File: config.mk
export PLATFORM = sky130hd
export DESIGN_NAME = link_recovery
export DESIGN_NICKNAME = d
export VERILOG_FILES = /design/src/rtl/link_recovery_pkg.sv /design/src/rtl/link_timer.sv /design/src/rtl/link_recovery.sv
export SDC_FILE = /design/constraint.sdc
export NUM_CORES = 1
export LEC_CHECK = 0
export BUFFER_PORTS_ARGS = -buffer_cell sky130_fd_sc_hd__buf_4
export CORE_MARGIN = 10
export CORE_UTILIZATION = 40
export CTS_CLUSTER_DIAMETER = 100
export CTS_CLUSTER_SIZE = 28
export DETAILED_ROUTE_END_ITERATION = 8
export GPL_ROUTABILITY_DRIVEN = 0
export PLACE_DENSITY_LB_ADDON = 0.1
export SLEW_MARGIN = 20
export SYNTH_ARGS = -nofsm -noshare
export SYNTH_HDL_FRONTEND = slang
export SYNTH_SLANG_ARGS = --single-unit
File: constraint.sdc
create_clock -name clk_sys -period 5.5 [get_ports clk_sys]
set_clock_uncertainty 0.2 [all_clocks]
set_input_delay 0.275 -clock clk_sys [delete_from_list [all_inputs] [get_ports clk_sys]]
set_output_delay 0.275 -clock clk_sys [all_outputs]
set_load 0.01 [all_outputs]
File: src/rtl/link_recovery_pkg.sv
// Shared types, register map and timing constants for the link recovery block
//
// Operation
// - Retransmission count goes to zero on UA, RNR or an N(R) that advances.
// - T1 expiry enters timer recovery, counts one more try, latches V(S) into x.
// - T1 expiry restarts T1, rewinds V(S) to last N(R), resends with P set.
// - In recovery, S frame with F=1 and N(R) in V(S)..x ends recovery, V(S)=N(R).
// - In recovery, S frame with F=0 in range updates V(S) but keeps recovery.
// - Count reaching N2 starts a reset of the outgoing direction.
// - SABM is answered with UA at once, zeroes V(S) and V(R), clears busy.
// - A DM sent to ask for reset puts the device in the disconnected phase.
// - After FRMR, only SABM, DISC or a DM response leave frame rejection.
// - Other commands in frame rejection resend FRMR with identical information.
// - FRMR starts T1; expiry resends FRMR; after N2 sends reset by SABM.
// - Unknown frame, bad information or bad N(R) in transfer triggers FRMR.
// - FRMR bit 13 is 0 for address B, 1 for address A.
// - A DM or FRMR response in transfer starts a link reset.
// - A UA or unsolicited F=1 response in transfer may start a link reset.
// - Answers to commands are never held back longer than T2; the code only sets the late flag in status bit 5 when T2 runs out.
// - In LAP, SARM gets UA at once, zeroes V(R) and clears busy.
// - LAP outgoing reset sends SARM with T1; UA zeroes V(S); N2 tries bound it.
// - Awaiting UA to SARM, responses and I command N(R) are ignored.
// - A CMDR response starts the SARM reset of the outgoing direction.
// - After CMDR only SARM or DISC clear; other commands resend CMDR.
package link_recovery_pkg;
    localparam int unsigned CLK_HZ = 25_000_000;
    localparam int unsigned T1_MS = 3000;
    localparam int unsigned T2_MS = 1000;
    localparam int unsigned T1_CYCLES = T1_MS * (CLK_HZ / 1000);
    localparam int unsigned T2_CYCLES = T2_MS * (CLK_HZ / 1000);
    localparam logic [7:0] N2_RESET = 8'h0a;
    localparam logic [7:0] CTRL_RESET = 8'h00;
    localparam int unsigned CTRL_LAP_BIT = 0;
    localparam int unsigned STATUS_T2_LATE_BIT = 5;
    localparam logic [2:0] REG_CTRL = 3'h0;
    localparam logic [2:0] REG_N2 = 3'h1;
    localparam logic [2:0] REG_STATUS = 3'h2;
    localparam logic [2:0] REG_SEQ = 3'h3;
    localparam logic [2:0] REG_COUNT = 3'h4;
    localparam int unsigned FRMR_CR_BIT = 12;

    typedef enum logic [3:0] {
        K_I, K_RR, K_RNR, K_REJ, K_SABM, K_SARM, K_DISC, K_UA, K_DM, K_FRMR, K_CMDR, K_UNKNOWN
    } frame_kind_t;

    typedef enum logic [2:0] {
        ST_DISC, ST_INFO, ST_SARM_WAIT, ST_SABM_WAIT, ST_FRMR, ST_CMDR
    } link_state_t;

    typedef struct packed {
        frame_kind_t kind;
        logic is_cmd;
        logic addr_a;
        logic pf;
        logic [2:0] nr;
        logic [7:0] ctrl;
        logic info_bad;
    } rx_frame_t;

    typedef struct packed {
        frame_kind_t kind;
        logic is_cmd;
        logic pf;
        logic [2:0] nr;
        logic [19:0] info;
    } tx_frame_t;

    function automatic logic in_range(input logic [2:0] nr, input logic [2:0] lo, input logic [2:0] hi);
        logic [2:0] d_nr;
        logic [2:0] d_hi;
        d_nr = nr - lo;
        d_hi = hi - lo;
        return d_nr <= d_hi;
    endfunction : in_range
endpackage : link_recovery_pkg

File: src/rtl/link_timer.sv
// Retriggerable down-counting timer with a one-cycle expiry pulse
`timescale 1ns/100ps
module link_timer #(
    parameter int unsigned COUNT = 1
) (
    input wire logic clk_sys,
    input wire logic rst_b,
    input wire logic start,
    input wire logic stop,
    output logic expire,
    output logic running
);
    localparam logic [31:0] LOAD = 32'(COUNT - 1);
    logic [31:0] count;
    wire done = running && count == 32'h0;

    always_ff @(posedge clk_sys or negedge rst_b) begin
        if (!rst_b) begin
            count <= 32'h0;
            running <= 1'b0;
            expire <= 1'b0;
        end else begin
            expire <= done && !start && !stop;
            if (start) begin
                count <= LOAD;
                running <= 1'b1;
            end else if (stop || done) begin
                running <= 1'b0;
            end else if (running) begin
                count <= count - 32'h1;
            end
        end
    end
endmodule : link_timer

File: src/rtl/link_recovery.sv
// Link-level recovery and reset control for the network side of the link
//
// Decided for this implementation: the strobed register port and the register offsets.
`timescale 1ns/100ps
module link_recovery #(
    parameter int unsigned T1_COUNT = link_recovery_pkg::T1_CYCLES,
    parameter int unsigned T2_COUNT = link_recovery_pkg::T2_CYCLES
) (
    input wire logic clk_sys,
    input wire logic rst_b,
    input wire logic rx_valid,
    input link_recovery_pkg::rx_frame_t rx_frame,
    input wire logic rx_i_accept,
    input wire logic tx_i_sent,
    input wire logic busy_set,
    output link_recovery_pkg::tx_frame_t tx_frame,
    output logic tx_valid,
    input wire logic tx_ready,
    output logic [2:0] vs,
    output logic [2:0] vr,
    output logic busy,
    output logic recovery,
    output logic link_up,
    input wire logic [2:0] reg_addr,
    input wire logic [7:0] reg_wdata,
    input wire logic reg_wr,
    input wire logic reg_rd,
    output logic [7:0] reg_rdata
);
    import link_recovery_pkg::*;

    link_state_t state, next_state;
    logic [7:0] ctrl, n2, cnt, next_cnt;
    logic [2:0] x, last_nr, next_vs, next_vr, next_x, next_last_nr;
    logic next_recovery, next_busy, t1_pend, t2_late;
    logic resp_pend, cmd_pend, resp_set, cmd_set, rst_go, t1_start, t1_stop, cap_info;
    tx_frame_t resp_frame, cmd_frame, resp_next, cmd_next;
    logic [19:0] frmr_info;
    logic t1_expire, t1_running, t2_expire;

    wire lap = ctrl[CTRL_LAP_BIT];
    wire rx_cmd = rx_frame.is_cmd;
    wire frame_kind_t kind = rx_frame.kind;
    wire is_s = kind == K_RR || kind == K_RNR || kind == K_REJ;
    wire has_nr = is_s || kind == K_I;
    wire nr_ok = recovery ? in_range(rx_frame.nr, vs, x) : in_range(rx_frame.nr, last_nr, vs);
    wire unknown = kind == K_UNKNOWN || (lap && kind == K_SABM) || (!lap && (kind == K_SARM || kind == K_CMDR));
    wire nr_bad = has_nr && !nr_ok;
    wire bad = unknown || rx_frame.info_bad || nr_bad;
    wire advance = rx_frame.nr != last_nr;
    wire cnt_hit = 8'(cnt + 8'h01) == n2;
    wire t1_serve = t1_pend && !rx_valid;
    wire resp_take = resp_pend && tx_ready;
    wire cmd_take = cmd_pend && !resp_pend && tx_ready;
    wire sabm_rx = rx_valid && rx_cmd && kind == K_SABM && !lap;
    wire sarm_rx = rx_valid && rx_cmd && kind == K_SARM && lap;
    wire disc_rx = rx_valid && rx_cmd && kind == K_DISC;
    wire [19:0] frmr_build = {nr_bad, 1'b0, rx_frame.info_bad, unknown, vr, rx_frame.addr_a, vs, 1'b0,
        rx_frame.ctrl};
    wire [7:0] status_word = {2'h0, t2_late, busy, recovery, state};

    // Responses go out ahead of commands so the T2 bound depends only on the transmitter
    assign tx_valid = resp_pend || cmd_pend;
    assign tx_frame = resp_pend ? resp_frame : cmd_frame;
    assign link_up = state != ST_DISC;

    link_timer #(.COUNT(T1_COUNT)) t1_timer (
        .clk_sys(clk_sys),
        .rst_b(rst_b),
        .start(t1_start),
        .stop(t1_stop),
        .expire(t1_expire),
        .running(t1_running)
    );

    link_timer #(.COUNT(T2_COUNT)) t2_timer (
        .clk_sys(clk_sys),
        .rst_b(rst_b),
        .start(resp_set && !resp_pend),
        .stop(resp_take),
        .expire(t2_expire),
        .running()
    );

    always_comb begin
        next_state = state;
        next_recovery = recovery;
        next_vs = (state == ST_INFO && tx_i_sent) ? 3'(vs + 3'h1) : vs;
        next_vr = (rx_i_accept && !busy) ? 3'(vr + 3'h1) : vr;
        next_x = x;
        next_last_nr = last_nr;
        next_cnt = cnt;
        next_busy = busy || busy_set;
        resp_set = 1'b0;
        cmd_set = 1'b0;
        rst_go = 1'b0;
        cap_info = 1'b0;
        t1_start = state == ST_INFO && tx_i_sent && !t1_running;
        t1_stop = 1'b0;
        resp_next = '{kind: K_UA, is_cmd: 1'b0, pf: rx_frame.pf, nr: vr, info: frmr_info};
        cmd_next = '{kind: K_I, is_cmd: 1'b1, pf: 1'b1, nr: vr, info: 20'h0};
        if (sabm_rx) begin
            resp_set = 1'b1;
            next_vs = 3'h0;
            next_vr = 3'h0;
            next_last_nr = 3'h0;
            next_busy = 1'b0;
            next_recovery = 1'b0;
            next_cnt = 8'h00;
            next_state = ST_INFO;
            t1_stop = 1'b1;
        end else if (disc_rx) begin
            resp_set = 1'b1;
            next_state = ST_DISC;
            next_recovery = 1'b0;
            t1_stop = 1'b1;
        end else if (sarm_rx) begin
            resp_set = 1'b1;
            next_vr = 3'h0;
            next_busy = 1'b0;
            if (state == ST_CMDR || state == ST_DISC) begin
                next_state = ST_INFO;
            end
        end else if (rx_valid) begin
            unique case (state)
                ST_DISC: begin
                    if (rx_cmd) begin
                        resp_set = 1'b1;
                        resp_next.kind = K_DM;
                    end
                end
                ST_SARM_WAIT: begin
                    // Anything but the UA, including I command N(R), is left alone here
                    if (!rx_cmd && kind == K_UA) begin
                        next_vs = 3'h0;
                        next_last_nr = 3'h0;
                        next_cnt = 8'h00;
                        next_state = ST_INFO;
                        t1_stop = 1'b1;
                    end
                end
                ST_SABM_WAIT: begin
                    if (!rx_cmd && kind == K_UA) begin
                        next_vs = 3'h0;
                        next_vr = 3'h0;
                        next_last_nr = 3'h0;
                        next_cnt = 8'h00;
                        next_state = ST_INFO;
                        t1_stop = 1'b1;
                    end else if (!rx_cmd && kind == K_DM) begin
                        next_state = ST_DISC;
                        t1_stop = 1'b1;
                    end
                end
                ST_FRMR: begin
                    if (!rx_cmd && kind == K_DM) begin
                        next_state = ST_DISC;
                        t1_stop = 1'b1;
                    end else if (rx_cmd) begin
                        resp_set = 1'b1;
                        resp_next.kind = K_FRMR;
                    end
                end
                ST_CMDR: begin
                    if (rx_cmd) begin
                        resp_set = 1'b1;
                        resp_next.kind = K_CMDR;
                    end
                end
                ST_INFO: begin
                    if (bad) begin
                        if (!lap) begin
                            resp_set = 1'b1;
                            resp_next.kind = K_FRMR;
                            resp_next.info = frmr_build;
                            cap_info = 1'b1;
                            next_state = ST_FRMR;
                            next_recovery = 1'b0;
                            next_cnt = 8'h01;
                            t1_start = 1'b1;
                        end else if (rx_cmd) begin
                            resp_set = 1'b1;
                            resp_next.kind = K_CMDR;
                            resp_next.info = frmr_build;
                            cap_info = 1'b1;
                            next_state = ST_CMDR;
                        end else begin
                            rst_go = 1'b1;
                        end
                    end else if (!rx_cmd && !lap && (kind == K_DM || kind == K_FRMR)) begin
                        rst_go = 1'b1;
                    end else if (!rx_cmd && lap && kind == K_CMDR) begin
                        rst_go = 1'b1;
                    end else if (!rx_cmd && !lap && (kind == K_UA || (rx_frame.pf && !recovery))) begin
                        rst_go = 1'b1;
                    end else if (!rx_cmd && kind == K_UA) begin
                        next_cnt = 8'h00;
                    end else if (has_nr) begin
                        next_last_nr = rx_frame.nr;
                        if (kind == K_RNR || advance) begin
                            next_cnt = 8'h00;
                        end
                        if (recovery && is_s) begin
                            next_vs = rx_frame.nr;
                            if (rx_frame.pf && !rx_cmd) begin
                                next_recovery = 1'b0;
                            end
                        end else if (kind == K_REJ) begin
                            next_vs = rx_frame.nr;
                        end
                        if (advance && !recovery) begin
                            t1_start = rx_frame.nr != vs;
                            t1_stop = rx_frame.nr == vs;
                        end
                    end
                end
                default: begin
                end
            endcase
        end else if (t1_serve) begin
            next_cnt = 8'(cnt + 8'h01);
            t1_start = 1'b1;
            unique case (state)
                ST_INFO: begin
                    if (cnt_hit) begin
                        rst_go = 1'b1;
                    end else begin
                        next_recovery = 1'b1;
                        next_x = vs;
                        next_vs = last_nr;
                        cmd_set = 1'b1;
                        cmd_next.nr = last_nr;
                    end
                end
                ST_SARM_WAIT, ST_SABM_WAIT: begin
                    if (cnt_hit) begin
                        resp_set = 1'b1;
                        resp_next.kind = K_DM;
                        resp_next.pf = 1'b0;
                        next_state = ST_DISC;
                        t1_start = 1'b0;
                        t1_stop = 1'b1;
                    end else begin
                        cmd_set = 1'b1;
                        cmd_next.kind = state == ST_SARM_WAIT ? K_SARM : K_SABM;
                    end
                end
                ST_FRMR: begin
                    if (cnt_hit) begin
                        next_state = ST_SABM_WAIT;
                        next_cnt = 8'h01;
                        cmd_set = 1'b1;
                        cmd_next.kind = K_SABM;
                    end else begin
                        resp_set = 1'b1;
                        resp_next.kind = K_FRMR;
                        resp_next.pf = 1'b0;
                    end
                end
                default: begin
                    t1_start = 1'b0;
                    t1_stop = 1'b1;
                end
            endcase
        end
        if (rst_go) begin
            next_state = lap ? ST_SARM_WAIT : ST_SABM_WAIT;
            next_recovery = 1'b0;
            next_cnt = 8'h01;
            cmd_set = 1'b1;
            cmd_next.kind = lap ? K_SARM : K_SABM;
            t1_start = 1'b1;
            t1_stop = 1'b0;
        end
    end

    always_ff @(posedge clk_sys or negedge rst_b) begin
        if (!rst_b) begin
            state <= ST_DISC;
            recovery <= 1'b0;
            vs <= 3'h0;
            vr <= 3'h0;
            x <= 3'h0;
            last_nr <= 3'h0;
            cnt <= 8'h00;
            busy <= 1'b0;
            frmr_info <= 20'h0;
        end else begin
            state <= next_state;
            recovery <= next_recovery;
            vs <= next_vs;
            vr <= next_vr;
            x <= next_x;
            last_nr <= next_last_nr;
            cnt <= next_cnt;
            busy <= next_busy;
            if (cap_info) begin
                frmr_info <= frmr_build;
            end
        end
    end

    // A new request in the cycle a slot drains refills it rather than being lost
    always_ff @(posedge clk_sys or negedge rst_b) begin
        if (!rst_b) begin
            resp_pend <= 1'b0;
            cmd_pend <= 1'b0;
            resp_frame <= '0;
            cmd_frame <= '0;
            t1_pend <= 1'b0;
            t2_late <= 1'b0;
        end else begin
            resp_pend <= resp_set || (resp_pend && !resp_take);
            cmd_pend <= cmd_set || (cmd_pend && !cmd_take);
            t1_pend <= t1_expire || (t1_pend && rx_valid);
            t2_late <= t2_expire || (t2_late && !(reg_wr && reg_addr == REG_STATUS
                && reg_wdata[STATUS_T2_LATE_BIT]));
            if (resp_set) begin
                resp_frame <= resp_next;
            end
            if (cmd_set) begin
                cmd_frame <= cmd_next;
            end
        end
    end

    wire [7:0] rd_mux = reg_addr == REG_CTRL ? ctrl
        : reg_addr == REG_N2 ? n2
        : reg_addr == REG_STATUS ? status_word
        : reg_addr == REG_SEQ ? {2'h0, vr, vs}
        : reg_addr == REG_COUNT ? cnt : 8'h00;

    always_ff @(posedge clk_sys or negedge rst_b) begin
        if (!rst_b) begin
            ctrl <= CTRL_RESET;
            n2 <= N2_RESET;
            reg_rdata <= 8'h00;
        end else begin
            if (reg_wr && reg_addr == REG_CTRL) begin
                ctrl <= reg_wdata;
            end
            if (reg_wr && reg_addr == REG_N2) begin
                n2 <= reg_wdata;
            end
            reg_rdata <= reg_rd ? rd_mux : 8'h00;
        end
    end
endmodule : link_recovery

==> run_results.csv <==
group,metric,value,unit
die,initial_core_util,0.4084,
detailed_routing,initialDrtViolationCount,551,
timing,grt_setup_unrepaired,"false",
finish,design_area,0.01171,mm2
power,p_leak,4.884,nW
place,detailed_place_hpwl,18.85,mm
timing,tightest_slew,1.012,ns
clocking,ctsRootBufferMaster,"clkbuf_16",
clocking,insertion_delay,0.43,ns
worst_setup_path,worstPathMaxFanout,18,
clocking,cts_sinks,171,
finish,fill_cells,2322,
place,placedInstanceArea,0.01085,mm2
worst_setup_path,start_kind,"flop",
global_routing,grt_usage,0.1723,
power,pwr-share-clk,0.239,
synthesis,postSynthAreaPerCell,9.942,um2
synthesis,synth_top_cell_by_area,"dfrtp_1",
clocking,clockBufferDepth,2,
detailed_routing,viasPerCell,5.469,
die,ios,86,
global_routing,overflow,0,
power,p_int,3.190,mW
timing,max_freq,0.2261,GHz
synthesis,synth_edf_count,0,
synthesis,ys_types,98,
worst_setup_path,reg2reg_slack,1.08,ns
timing,slew-limit-headroom,0.3202,
timing,finalSetupTns,0,ns
clocking,cts_tree,"done",
place,place_inst,1372,
global_routing,antenna_found_initial,0,
worst_setup_path,path_delay_family,"compound AO/OA/AOI/OAI gates",
worst_setup_path,critPathSlowestCell,"nand2b_1",
worst_setup_path,critical_path_class,"reg -> reg",
power,comb_power_share,0.394,
synthesis,synth_top_cell_area_share,0.4245,
synthesis,syn_inst,1002,
finish,stdcell_count,1430,
worst_setup_path,critPathCaptureType,"flop",
power,swShare,0.3839,
clocking,numCtsBuffers,17,
timing,period_share,0.8043,
die,fp.dieH,177.8,um
detailed_routing,vias,7821,
finish,mostFrequentLayoutCell,"dfrtp_1",
finish,n_antenna_cell,0,
synthesis,ys_ff_latch,171,
run,cap_viol_max_count,0,
timing,min_period,4.424,ns
worst_setup_path,max_stage_delay,0.54,ns
finish,utilization,0.4803,
finish,final_cell_mix,"dfrtp_1, buf_4, nand2_1",
power,ir_worst_vdd,206.5,uV
timing,hold_viol,0,
die,die_w,177.8,um
global_routing,grt_pass1_wl,43.96,mm
finish,nNetsFinal,1152,
synthesis,async_reset_ff_frac,1.000,
detailed_routing,drt-total-wl,26.70,mm
synthesis,yosysWarnings,0,
synthesis,synth_ff_type,"dfrtp_1",
worst_setup_path,critPathBufInv,0,
global_routing,grt_pass1_vias,7979,
worst_setup_path,worst_ep_required_time,5.57,ns
detailed_routing,avgRoutedWirePerCell,18.67,um
hold_path,hold_class,"in -> reg",
power,pwr-share-seq,0.368,
worst_setup_path,crit_top_cell,"ha_1",
synthesis,seq_area_frac_synth,0.4298,
clocking,cts_resized,0,
clocking,path_clk_slew,0.08,ns
worst_setup_path,worstPathArrival,4.50,ns
synthesis,netlist_area,0.009962,mm2
die,core,0.02439,mm2
timing,drv_slew,0,
finish,drive_gt1_frac,0.2107,
timing,finalSetupViolations,0,
detailed_routing,drc,0,
finish,syn_to_final_growth,17.58,%
clocking,post_cts_buffers,0,
clocking,htreeDepth,4,
global_routing,grt_max_degree,104,
place,io_buffers,83,
power,p_per_area,442.0,mW/mm2
power,switchingPower,1.987,mW
detailed_routing,postRouteAntennaNets,0,
synthesis,ys_top_cells_by_area,"dfrtp_1, mux2_2, nand2_1, nor2_1, mux2_4",
die,die-area,0.03162,mm2
worst_setup_path,worstPathCellList,"ha_1, fa_1, xor2_1, xnor2_1, ha_1, and3b_1, a211oi_1, o22a_1, a311oi_1, a221oi_4, nand2_4, nand2b_1, o21ai_0",
outcome,run_status,"finished, final reports clean",
detailed_routing,dr.pass1.iters,5,
die,fp-row-count,57,
==> registers in the layout, indices dropped and copies added, names as in the netlist, 6 cells and up <==
signal and count:
cnt 8, t1_timer.count 32, n2 8, frmr_info 18, resp_frame 26, reg_rdata 8
t2_timer.count 32, ctrl 8, cmd_frame 6
==> routing by layer <==
layer	global-route usage	vias up	wire, um
met3	0.03039	24	1070
li1	-	3772	-
met4	0.05175	0	490
met5	0	-	0
met2	0.2798	161	12870
met1	0.2296	3864	12260
==> path summary, 6_finish.rpt <==
check | startpoint | to | cells past startpoint
setup / recovery | vs[0]$_DFF_PN0_ | t2_timer.count[0]$_DFFE_PN0P_ | 13
hold / removal | reg_wr | t2_late$_DFF_PN0_ | 4
setup reg to reg | vs[0]$_DFF_PN0_ | t2_timer.count[0]$_DFFE_PN0P_ | 13
hold reg to reg | t1_timer.expire$_DFF_PN0_ | t1_pend$_DFF_PN0_ | 1
max in group asynchronous | rst_b | state[1]$_DFFE_PN0P_ | 3
min in group asynchronous | rst_b | last_nr[1]$_DFFE_PN0P_ | 2
==> timing repair <==
action,4_1_cts,5_1_grt
hold buffers,26,0
setup endpoints to repair,0,0
endpoints found under the hold margin,138,0
==> cell type report <==
cell class | instances | area [um2] | share of cell area
tap | 324 | 405.4 | 0.03461
clock inverter | 13 | 148.9 | 0.01271
sequential | 171 | 4282 | 0.3655
inverter | 28 | 105.1 | 0.008972
timing repair buffer | 121 | 977.2 | 0.08342
multi-input combinational | 754 | 5343 | 0.4561
clock buffer | 19 | 452.9 | 0.03867
==> cells in the mapped netlist, types with 4 or more instances <==
library cell	instances
a211o_1	4
a211oi_1	5
a21boi_0	10
a21o_1	6
a21oi_1	38
a31oi_1	8
and2_1	27
and3_1	8
and4_1	4
buf_2	16
buf_4	7
clkbuf_1	23
dfrtp_1	169
fa_1	4
ha_1	16
inv_1	28
mux2_2	40
mux2_4	19
mux2i_1	7
mux4_2	6
nand2_1	92
nand2b_1	21
nand3_1	54
nand3b_1	7
nand4b_1	4
nor2_1	78
nor2b_1	12
nor3_1	30
nor4_1	17
o211ai_1	6
o21ai_0	38
o22ai_1	5
o31ai_1	6
or2_2	7
or3_1	21
or4_1	8
or4_4	4
xnor2_1	32
xor2_1	29
==> kinds of logic after synthesis <==
kind of cell / Yosys count / synth area share
xor+xnor: 62 / 0.05526
simple gates: 424 / 0.2320
fa+ha+maj: 21 / 0.02914
mux: 72 / 0.09445
compound gates: 173 / 0.1235
flops: 171 / 0.4298
buf+inv: 78 / 0.03554
other cells: 1 / 0.0003764
==> power groups by stage <==
stage	Sequential, mW	Combinational [mW]	Clock (mW)
after floorplan	1.78	1.49	0
after global placement	1.92	2.02	0
after detailed placement	1.92	2.04	0
after CTS	1.90	2.06	1.27
after global routing	1.96	2.27	1.32
final	1.90	2.04	1.24
==> per-stage QoR <==
step / setup WS, ns / power [mW] / hold slack, ns
after floorplan: 1.648 / 3.268 / -0.2206
after global placement: 1.125 / 3.938 / 0.2145
after detailed placement: 1.063 / 3.958 / 0.2205
after CTS: 1.035 / 5.239 / 0.04199
after global routing: 0.7449 / 5.551 / 0.07128
final: 1.076 / 5.178 / 0.05988
==> worst min-delay path, stage by stage <==
cell	delay [ns]
buf_4	0.12
nand4b_1	0.09
o21ai_0	0.09
nand2b_1	0.07
(Power assumes the default switching activity.)
